--- config.mk ---
export PLATFORM = sky130hd
export DESIGN_NAME = icw_identify_words
export DESIGN_NICKNAME = d
export VERILOG_FILES = /design/src/logic/icw_pkg.sv /design/src/logic/icw_identify_words.sv
export SDC_FILE = /design/constraint.sdc
export NUM_CORES = 1
export LEC_CHECK = 0
export BUFFER_PORTS_ARGS = -buffer_cell sky130_fd_sc_hd__buf_2
export CAP_MARGIN = 15
export CORE_MARGIN = 8
export CORE_UTILIZATION = 39
export DETAILED_ROUTE_END_ITERATION = 7
export PLACE_DENSITY = 0.81
export SLEW_MARGIN = 20
export SYNTH_ARGS = -nofsm -noshare
export SYNTH_HDL_FRONTEND = slang
export SYNTH_SLANG_ARGS = --single-unit
--- constraint.sdc ---
create_clock -name clk_in -period 0.8 [get_ports clk_in]
set_input_delay 0.08 -clock clk_in [delete_from_list [all_inputs] [get_ports clk_in]]
set_output_delay 0.08 -clock clk_in [all_outputs]
set_load 0.01 [all_outputs]
--- src/logic/icw_pkg.sv ---
package icw_pkg;
   // Word indices within the parameter block
   localparam logic [7:0] ICW_W_FIELD_VALID = 8'h35;
   localparam logic [7:0] ICW_W_PIO_IORDY   = 8'h44;
   localparam logic [7:0] ICW_W_RSV_LO_A    = 8'h45;
   localparam logic [7:0] ICW_W_RSV_HI_A    = 8'h4A;
   localparam logic [7:0] ICW_W_QDEPTH      = 8'h4B;
   localparam logic [7:0] ICW_W_RSV_LO_B    = 8'h4C;
   localparam logic [7:0] ICW_W_RSV_HI_B    = 8'h4F;
   localparam logic [7:0] ICW_W_MAJOR       = 8'h50;
   localparam logic [7:0] ICW_W_MINOR       = 8'h51;
   localparam logic [7:0] ICW_W_SUP0        = 8'h52;
   localparam logic [7:0] ICW_W_SUP1        = 8'h53;
   localparam logic [7:0] ICW_W_SUP2        = 8'h54;
   localparam logic [7:0] ICW_W_ENA0        = 8'h55;
   localparam logic [7:0] ICW_W_ENA1        = 8'h56;
   localparam logic [7:0] ICW_W_ENA2        = 8'h57;
   // Field positions
   localparam int ICW_B_FV_64_70  = 1;
   localparam int ICW_B_QUEUED    = 1;
   localparam int ICW_B_PUIS_SUP  = 5;
   localparam int ICW_B_SPINUP    = 6;
   localparam int ICW_B_SETMAX    = 8;
   localparam int ICW_QDEPTH_W    = 5;
   // Word 82 and 85 bit positions
   localparam int ICW_B_SMART     = 0;
   localparam int ICW_B_SECURITY  = 1;
   localparam int ICW_B_REMOVABLE = 2;
   localparam int ICW_B_PWR_MGMT  = 3;
   localparam int ICW_B_WCACHE    = 5;
   localparam int ICW_B_LOOKAHEAD = 6;
   localparam int ICW_B_REL_IRQ   = 7;
   localparam int ICW_B_SVC_IRQ   = 8;
   localparam int ICW_B_DEV_RESET = 9;
   localparam int ICW_B_PROT_AREA = 10;
   localparam int ICW_B_WR_BUF    = 12;
   localparam int ICW_B_RD_BUF    = 13;
   localparam int ICW_B_NOP       = 14;
   // Word 83 and 86 bit positions
   localparam int ICW_B_MICROCODE = 0;
   localparam int ICW_B_CARD_SET  = 2;
   localparam int ICW_B_APM       = 3;
   localparam int ICW_B_MEDIA_ST  = 4;
   // Number of words assembled by the block
   localparam int ICW_LIVE_N      = 11;
   // Validity signature in bits 15:14
   localparam logic [1:0]  ICW_SIG_VALID   = 2'h1;
   localparam logic [15:0] ICW_WORD_ZERO   = 16'h0000;
   localparam logic [15:0] ICW_WORD_NONE   = 16'hFFFF;
   localparam logic [15:0] ICW_MAJOR_MASK  = 16'h003C;
   localparam logic [15:0] ICW_MINOR_LAST  = 16'h0017;
   localparam logic [15:0] ICW_MINOR_RSV   = 16'h0016;
endpackage

--- src/logic/icw_identify_words.sv ---
`timescale 1ns/100ps
module icw_identify_words
   import icw_pkg::*;
#(
   parameter int QDEPTH_MAX = 32
) (
   // Clock and reset
   input  wire logic        clk_in,
   input  wire logic        reset_n_in,
   // Word read port
   input  wire logic [7:0]  rd_addr_in,
   input  wire logic        rd_strobe_in,
   output logic      [15:0] rd_data_out,
   // Capability straps
   input  wire logic        pio_mode3_in,
   input  wire logic        pio_mode4_in,
   input  wire logic [15:0] pio_t_mode3_ns_in,
   input  wire logic [15:0] pio_t_mode4_ns_in,
   input  wire logic        other_64_70_in,
   input  wire logic [5:0]  queue_depth_in,
   input  wire logic        queue_overlap_only_in,
   input  wire logic [15:0] major_version_in,
   input  wire logic [15:0] minor_version_in,
   input  wire logic [13:0] sup82_in,
   input  wire logic [8:0]  sup83_in,
   input  wire logic [13:0] sup84_in,
   input  wire logic        sup_valid_in,
   input  wire logic        sup84_valid_in,
   input  wire logic        ena_valid_in,
   // Live configuration state
   input  wire logic        en_smart_in,
   input  wire logic        en_security_in,
   input  wire logic        en_wcache_in,
   input  wire logic        en_lookahead_in,
   input  wire logic        en_rel_irq_in,
   input  wire logic        en_svc_irq_in,
   input  wire logic        en_apm_in,
   input  wire logic        en_media_stat_in,
   input  wire logic        en_puis_in,
   input  wire logic        en_setmax_in,
   input  wire logic [13:0] ena87_in
);

   initial begin
      if (QDEPTH_MAX < 1 || QDEPTH_MAX > 32) begin
         $error("QDEPTH_MAX out of range");
      end
      // The field holds depth minus one, so the largest depth must fit its width
      if (QDEPTH_MAX > (1 << ICW_QDEPTH_W)) begin
         $error("QDEPTH_MAX exceeds the queue depth field");
      end
      if (ICW_LIVE_N != 11) begin
         $error("live word count does not match the slot map");
      end
   end

   ////////////////////////////////////////////////////////////////////////////
   // Table bounds: first and last word served here
   localparam int TBL_LO   = int'(ICW_W_FIELD_VALID);
   localparam int TBL_HI   = int'(ICW_W_ENA2);

   // Positions of the live words inside live_w
   localparam int SLOT_W53 = 0;
   localparam int SLOT_W68 = 1;
   localparam int SLOT_W75 = 2;
   localparam int SLOT_W80 = 3;
   localparam int SLOT_W81 = 4;
   localparam int SLOT_W82 = 5;
   localparam int SLOT_W83 = 6;
   localparam int SLOT_W84 = 7;
   localparam int SLOT_W85 = 8;
   localparam int SLOT_W86 = 9;
   localparam int SLOT_W87 = 10;

   // Assembled words, one per index
   logic [15:0] rd_data_ff;
   logic [15:0] nxt_rd_data;
   logic [15:0] w53;
   logic [15:0] w68;
   logic [15:0] w75;
   logic [15:0] w80;
   logic [15:0] w81;
   logic [15:0] w82;
   logic [15:0] w83;
   logic [15:0] w84;
   logic [15:0] w85;
   logic [15:0] w86;
   logic [15:0] w87;
   logic [13:0] w83_body;
   logic        pio_iordy_sup;
   logic [5:0]  qd_clip;
   logic [15:0] live_w   [ICW_LIVE_N];
   logic [15:0] word_tbl [TBL_LO:TBL_HI];

   ////////////////////////////////////////////////////////////////////////////
   // Signature 01 in bits 15:14 marks a group of words as valid
   function automatic logic [15:0] icw_sign(input logic ok, input logic [13:0] body);
      if (ok) begin
         icw_sign = {ICW_SIG_VALID, body};
      end else begin
         icw_sign = {2'h0, body};
      end
   endfunction

   // Slot of a live word in live_w, or -1 for a word that reads zero
   function automatic int icw_slot(input int idx);
      case (idx)
         int'(ICW_W_FIELD_VALID): icw_slot = SLOT_W53;
         int'(ICW_W_PIO_IORDY):   icw_slot = SLOT_W68;
         int'(ICW_W_QDEPTH):      icw_slot = SLOT_W75;
         int'(ICW_W_MAJOR):       icw_slot = SLOT_W80;
         int'(ICW_W_MINOR):       icw_slot = SLOT_W81;
         int'(ICW_W_SUP0):        icw_slot = SLOT_W82;
         int'(ICW_W_SUP1):        icw_slot = SLOT_W83;
         int'(ICW_W_SUP2):        icw_slot = SLOT_W84;
         int'(ICW_W_ENA0):        icw_slot = SLOT_W85;
         int'(ICW_W_ENA1):        icw_slot = SLOT_W86;
         int'(ICW_W_ENA2):        icw_slot = SLOT_W87;
         default:                 icw_slot = -1;
      endcase
   endfunction

   function automatic logic icw_is_reserved(input int idx);
      icw_is_reserved = (idx >= int'(ICW_W_RSV_LO_A) && idx <= int'(ICW_W_RSV_HI_A)) ||
                        (idx >= int'(ICW_W_RSV_LO_B) && idx <= int'(ICW_W_RSV_HI_B));
   endfunction

   ////////////////////////////////////////////////////////////////////////////
   assign pio_iordy_sup = pio_mode3_in | pio_mode4_in;

   // Word 53 only partly owned here; other bits stay zero
   always_comb begin
      w53 = ICW_WORD_ZERO;
      w53[ICW_B_FV_64_70] = pio_iordy_sup | other_64_70_in;
   end

   // Fastest supported mode wins
   always_comb begin
      if (pio_mode4_in) begin
         w68 = pio_t_mode4_ns_in;
      end else if (pio_mode3_in) begin
         w68 = pio_t_mode3_ns_in;
      end else begin
         w68 = ICW_WORD_ZERO;
      end
   end

   ////////////////////////////////////////////////////////////////////////////
   // Depth above what the logic serves is clipped so the field stays legal
   always_comb begin
      if (queue_depth_in > 6'(QDEPTH_MAX)) begin
         qd_clip = 6'(QDEPTH_MAX);
      end else begin
         qd_clip = queue_depth_in;
      end
   end

   // Zero for no queueing, overlap only, or no depth given
   always_comb begin
      w75 = ICW_WORD_ZERO;
      if (sup83_in[ICW_B_QUEUED] && !queue_overlap_only_in && qd_clip != 6'h00) begin
         w75[ICW_QDEPTH_W-1:0] = 5'(qd_clip - 6'h01);
      end
   end

   // Values other than the two no-claim codes are bit significant
   always_comb begin
      if (major_version_in == ICW_WORD_ZERO || major_version_in == ICW_WORD_NONE) begin
         w80 = major_version_in;
      end else begin
         w80 = major_version_in & ICW_MAJOR_MASK;
      end
   end

   // Illegal codes collapse to "not reported" rather than a reserved value
   always_comb begin
      if (minor_version_in == ICW_WORD_NONE) begin
         w81 = ICW_WORD_NONE;
      end else if (minor_version_in > ICW_MINOR_LAST || minor_version_in == ICW_MINOR_RSV) begin
         w81 = ICW_WORD_ZERO;
      end else begin
         w81 = minor_version_in;
      end
   end

   ////////////////////////////////////////////////////////////////////////////
   // Supported feature word; bits 4, 11 and 15 stay zero
   always_comb begin
      w82 = ICW_WORD_ZERO;
      // Optional feature sets
      w82[ICW_B_SMART]     = sup82_in[0];
      w82[ICW_B_SECURITY]  = sup82_in[1];
      w82[ICW_B_REMOVABLE] = sup82_in[2];
      w82[ICW_B_PWR_MGMT]  = sup82_in[3];

      // Cache, interrupts, reset and protected area
      w82[ICW_B_WCACHE]    = sup82_in[4];
      w82[ICW_B_LOOKAHEAD] = sup82_in[5];
      w82[ICW_B_REL_IRQ]   = sup82_in[6];
      w82[ICW_B_SVC_IRQ]   = sup82_in[7];
      w82[ICW_B_DEV_RESET] = sup82_in[8];
      w82[ICW_B_PROT_AREA] = sup82_in[9];

      // Buffer and no-operation commands
      w82[ICW_B_WR_BUF]    = sup82_in[10];
      w82[ICW_B_RD_BUF]    = sup82_in[11];
      w82[ICW_B_NOP]       = sup82_in[12];
   end

   always_comb begin
      w83_body = 14'h0000;

      w83_body[ICW_B_MICROCODE] = sup83_in[ICW_B_MICROCODE];
      w83_body[ICW_B_QUEUED]    = sup83_in[ICW_B_QUEUED];
      w83_body[ICW_B_CARD_SET]  = sup83_in[ICW_B_CARD_SET];
      w83_body[ICW_B_APM]       = sup83_in[ICW_B_APM];
      w83_body[ICW_B_MEDIA_ST]  = sup83_in[ICW_B_MEDIA_ST];
      w83_body[ICW_B_PUIS_SUP]  = sup83_in[ICW_B_PUIS_SUP];

      // Spin-up need only means something with standby power-up present
      w83_body[ICW_B_SPINUP]    = sup83_in[ICW_B_SPINUP] & sup83_in[ICW_B_PUIS_SUP];
      w83_body[ICW_B_SETMAX]    = sup83_in[ICW_B_SETMAX];
   end

   assign w83 = icw_sign(sup_valid_in, w83_body);

   // Word 84 carries its own signature
   assign w84 = icw_sign(sup84_valid_in, sup84_in);

   ////////////////////////////////////////////////////////////////////////////
   // Enabled feature words follow live state so the next read sees it
   always_comb begin
      w85 = ICW_WORD_ZERO;
      // Enables set by their commands
      w85[ICW_B_SMART]     = en_smart_in;
      w85[ICW_B_SECURITY]  = en_security_in;
      w85[ICW_B_WCACHE]    = en_wcache_in;
      w85[ICW_B_LOOKAHEAD] = en_lookahead_in;
      w85[ICW_B_REL_IRQ]   = en_rel_irq_in;
      w85[ICW_B_SVC_IRQ]   = en_svc_irq_in;

      // Support bits repeated from word 82
      w85[ICW_B_REMOVABLE] = w82[ICW_B_REMOVABLE];
      w85[ICW_B_PWR_MGMT]  = w82[ICW_B_PWR_MGMT];
      w85[ICW_B_DEV_RESET] = w82[ICW_B_DEV_RESET];
      w85[ICW_B_PROT_AREA] = w82[ICW_B_PROT_AREA];
      w85[ICW_B_WR_BUF]    = w82[ICW_B_WR_BUF];
      w85[ICW_B_RD_BUF]    = w82[ICW_B_RD_BUF];
      w85[ICW_B_NOP]       = w82[ICW_B_NOP];
   end

   always_comb begin
      w86 = ICW_WORD_ZERO;
      // Support bits repeated from word 83
      w86[ICW_B_MICROCODE] = w83[ICW_B_MICROCODE];
      w86[ICW_B_QUEUED]    = w83[ICW_B_QUEUED];
      w86[ICW_B_CARD_SET]  = w83[ICW_B_CARD_SET];

      // Enables turned on by set-features
      w86[ICW_B_APM]       = en_apm_in;
      w86[ICW_B_MEDIA_ST]  = en_media_stat_in;
      w86[ICW_B_PUIS_SUP]  = en_puis_in;

      w86[ICW_B_SPINUP]    = w83[ICW_B_SPINUP];
      w86[ICW_B_SETMAX]    = en_setmax_in;
   end

   // Signature here vouches for words 85 to 87 together
   assign w87 = icw_sign(ena_valid_in, ena87_in);

   ////////////////////////////////////////////////////////////////////////////
   // Live words in slot order
   assign live_w[SLOT_W53] = w53;
   assign live_w[SLOT_W68] = w68;
   assign live_w[SLOT_W75] = w75;
   assign live_w[SLOT_W80] = w80;
   assign live_w[SLOT_W81] = w81;
   assign live_w[SLOT_W82] = w82;
   assign live_w[SLOT_W83] = w83;
   assign live_w[SLOT_W84] = w84;
   assign live_w[SLOT_W85] = w85;
   assign live_w[SLOT_W86] = w86;
   assign live_w[SLOT_W87] = w87;

   // Unmapped and reserved words are tied to zero in the table itself
   for (genvar gi = TBL_LO; gi <= TBL_HI; gi++) begin : g_word
      if (icw_is_reserved(gi) || icw_slot(gi) < 0) begin : g_zero
         assign word_tbl[gi] = ICW_WORD_ZERO;
      end else begin : g_live
         assign word_tbl[gi] = live_w[icw_slot(gi)];
      end
   end

   // Words outside the table read zero
   always_comb begin
      nxt_rd_data = ICW_WORD_ZERO;
      if (rd_addr_in >= ICW_W_FIELD_VALID && rd_addr_in <= ICW_W_ENA2) begin
         nxt_rd_data = word_tbl[int'(rd_addr_in)];
      end
   end

   // Data held only in the cycle after the strobe, zero otherwise
   always_ff @(posedge clk_in or negedge reset_n_in) begin
      if (!reset_n_in) begin
         rd_data_ff <= ICW_WORD_ZERO;
      end else if (rd_strobe_in) begin
         rd_data_ff <= nxt_rd_data;
      end else begin
         rd_data_ff <= ICW_WORD_ZERO;
      end
   end

   assign rd_data_out = rd_data_ff;

endmodule

==> metrics.csv <==
stage,metric,value,unit
setup_path,crit_family,compound AO/OA/AOI/OAI gates,
global_route,grt_pass1_wl,14.99,mm
setup_path,cp.depth,7,
run,max_cap_viol_count,0,
clocking,cts_root_buffer,clkbuf_8,
clocking,cts_max_path_buffers,2,
global_route,grt_pass1_vias,3126,
setup_path,worst-path-max-fanout,6,
timing,slew_violations,0,
timing,post-route-period-util,172.0,%
power,combPwrFrac,50.9,%
drt,post_drt_wl_per_cell,20.09,µm
die,start_util,39.42,%
timing,setup_tns,-7613,ps
logic_synthesis,synthArstFlopShare,100.0,%
layout,final_area,0.003837,mm²
setup_path,worstSetupPathType,in2reg,
logic_synthesis,synth_cell_type_count,58,
logic_synthesis,ys.flop_type,dfrtp_1,
placement,post-dp-hpwl,7.854,mm
power,intPower,2.103,mW
timing,final-setup-viol-count,32,
hold_path,whs_path_depth,3,
setup_path,cp-end-kind,flip-flop,
drt,routed_wl,10.73,mm
layout,drive_gt1_share,63.58,%
setup_path,startpoint_type,input port,
logic_synthesis,syn_nets,395,
hold_path,hold_path.class,in2reg,
die,rows,26,
die,pin_count,165,
timing,rsz0062_at_grt,true,
power,powerDensity,813.3,mW/mm²
placement,port_buffers,162,
clocking,cts_tree,yes,
drt,first_pass_iters,5,
timing,worst_slack,-575.8,ps
die,core_area,0.004977,mm²
placement,dpl_cell_area,0.003236,mm²
logic_synthesis,yosys_warnings,0,
logic_synthesis,yosysMostFrequentCell,a21oi_1,
timing,slew_headroom,77.15,%
setup_path,arrival,1550,ps
die,fp.dieArea,0.007556,mm²
timing,hold_viol_final,0,
logic_synthesis,ys_seq_area_share,20.41,%
placement,globalplace.congestion,0.9087,
layout,largest_register_ffs,16,
power,switchingPower,1.018,mW
clocking,cts.sinks,16,
setup_path,crit_top_cell,buf_6,
setup_path,cp_slowest_cell,o41a_1,
logic_synthesis,synthTopCellsByArea,"dfrtp_1 20%, mux4_2 8.0%, a21oi_1 7.1%, a22oi_1 4.6%, a22o_1 4.5%",
global_route,antenna_found_initial,0,
global_route,grt_max_degree,17,
logic_synthesis,ys_ff_latch,16,
outcome,violations,negative setup slack,
die,die_x,86.93,µm
drt,drt_iter0_drc,288,
drt,avgViaCountPerCell,5.927,
logic_synthesis,synthCells,244,
setup_path,worst-path-buf-inv,2,
layout,n_antenna_cell,0,
layout,post-route-util,77.10,%
timing,tightest_slew,339.2,ps
timing,post-route-min-period,1376,ps
setup_path,crit_path_cell_trace,"buf_6, nand4_1, o41ai_4, buf_6, a31oi_1, o41a_1, o21ai_1",
power,max-vdd-ir-drop,483.9,µV
logic_synthesis,avgSynthCellArea,8.041,µm²
die,die_h,86.93,µm
drt,route.detailed.drc,0,
logic_synthesis,synth-edff-count,0,
timing,fmax,726.9,MHz
global_route,grt_overflow,0,
clocking,cts_made_buffers,3,
clocking,htreeDepth,1,
logic_synthesis,netlist_area,0.001962,mm²
logic_synthesis,yosysTopAreaCell,dfrtp_1,
logic_synthesis,synthTopCellsByCount,"28 x a21oi_1, 19 x nand2_1, 16 x dfrtp_1",
power,switching_share,32.61,%
setup_path,critPathMaxStageDelay,440,ps
global_route,grt_usage,24.91,%
outcome,status,"finished, violations left",
power,clockPowerShare,22.9,%
logic_synthesis,yosys.area.top_type_share,20.41,%
setup_path,required,970,ps
drt,antenna_left,0,
clocking,clkSlewWorstSetupHoldPaths,60,ps
layout,fillers,345,
layout,syn_to_final_growth,95.60,%
power,leakage,1.889,nW
power,seqPwrFrac,26.2,%
drt,num_vias,3165,
layout,nets,616,
power groups by stage:
stage          clock (mW)  combinational [mW]  sequential, mW
6_report            0.716                1.59           0.817
2_1_floorplan           0               0.560           0.835
3_5_place_dp            0                1.28           0.832
3_3_place_gp            0                1.25           0.831
4_1_cts             0.714                1.45           0.817
5_1_grt             0.748                1.68           0.817
layer usage:
metal	up-vias	global-route usage, %	part of all wire, %
met1	1478	27.81	37
li1	1407	-	-
met2	237	46.50	51
met4	0	6.573	3.6
met3	43	4.811	8.4
met5	-	0	0
final cells by class:
type | instances | area (µm²) | share of cell area, %
clock buffer | 4 | 55.05 | 1.435
inverter | 11 | 48.80 | 1.272
multi-input combinational | 200 | 1693 | 44.11
sequential | 16 | 400.4 | 10.43
tap | 70 | 87.58 | 2.282
timing repair buffer | 233 | 1553 | 40.46
worst paths after layout:
path | slack, ps | endpoint | startpoint
max | -580 | rd_data_out[1] | minor_version_in[8]
min | 190 | rd_data_out[2] | rd_addr_in[5]
max in group asynchronous | 280 | rd_data_out[15] | reset_n_in
min in group asynchronous | 260 | rd_data_out[13] | reset_n_in
cell families after synthesis:
group                      share of synthesized area (%)
buffers and inverters                              6.760
AOI/OAI and AO/OA                                  32.91
adders and majority gates                          1.275
muxes                                              14.60
xor gates and xnor gates                          0.8930
and+or+nand+nor                                    23.15
DFF                                                20.41
cell usage in the layout, fill, tap and decap left out, types with 2 or more instances in the layout:
cell and instances:
dfrtp_1 16, a22oi_1 11, a22o_1 10, nor2b_2 2, nand2_1 17, o31ai_1 2, nor2_1 8, nor3_2 8
nand3_2 2, o21ai_0 14, a21oi_2 6, nor4_1 3, mux2_2 6, nand2b_1 4, nand3_1 2, mux2i_1 5
buf_2 140, nor2_4 2, inv_1 10, a21oi_1 20, a31oi_1 6, a21boi_0 2, clkbuf_8 4, nor3_1 5
a21oi_4 2, buf_12 3, buf_4 64, nor2b_1 5, nand4_1 8, xnor2_1 2, nand2_4 3, mux4_2 7
buf_6 23
stage by stage:
| step | cells | hold slack, ps | setup slack, ps | power (mW) |
|---|---|---|---|---|
| after floorplan | 244 | -215.6 | -477.4 | 1.395 |
| after global placement | 517 | 1.214 | -792.4 | 2.082 |
| after detailed placement | 517 | 8.495 | -810.1 | 2.110 |
| after CTS | 529 | 153.8 | -428.2 | 2.982 |
| after global routing | 534 | 200.3 | -589.7 | 3.241 |
| final | 534 | 186.9 | -575.8 | 3.121 |
tightest hold or removal path, cell delays in order:
cell and delay (ps):
buf_2 90, nand4b_1 160, a311oi_2 60
repair_timing:
item,in CTS,in global routing
hold endpoints to repair,16,0
setup endpoints to repair,32,32
buffers inserted,7,6
hold buffers,1,0
pin swaps,24,12
gates cloned,1,0
gates resized for setup,57,30
Power figures use the tool's default switching activity.
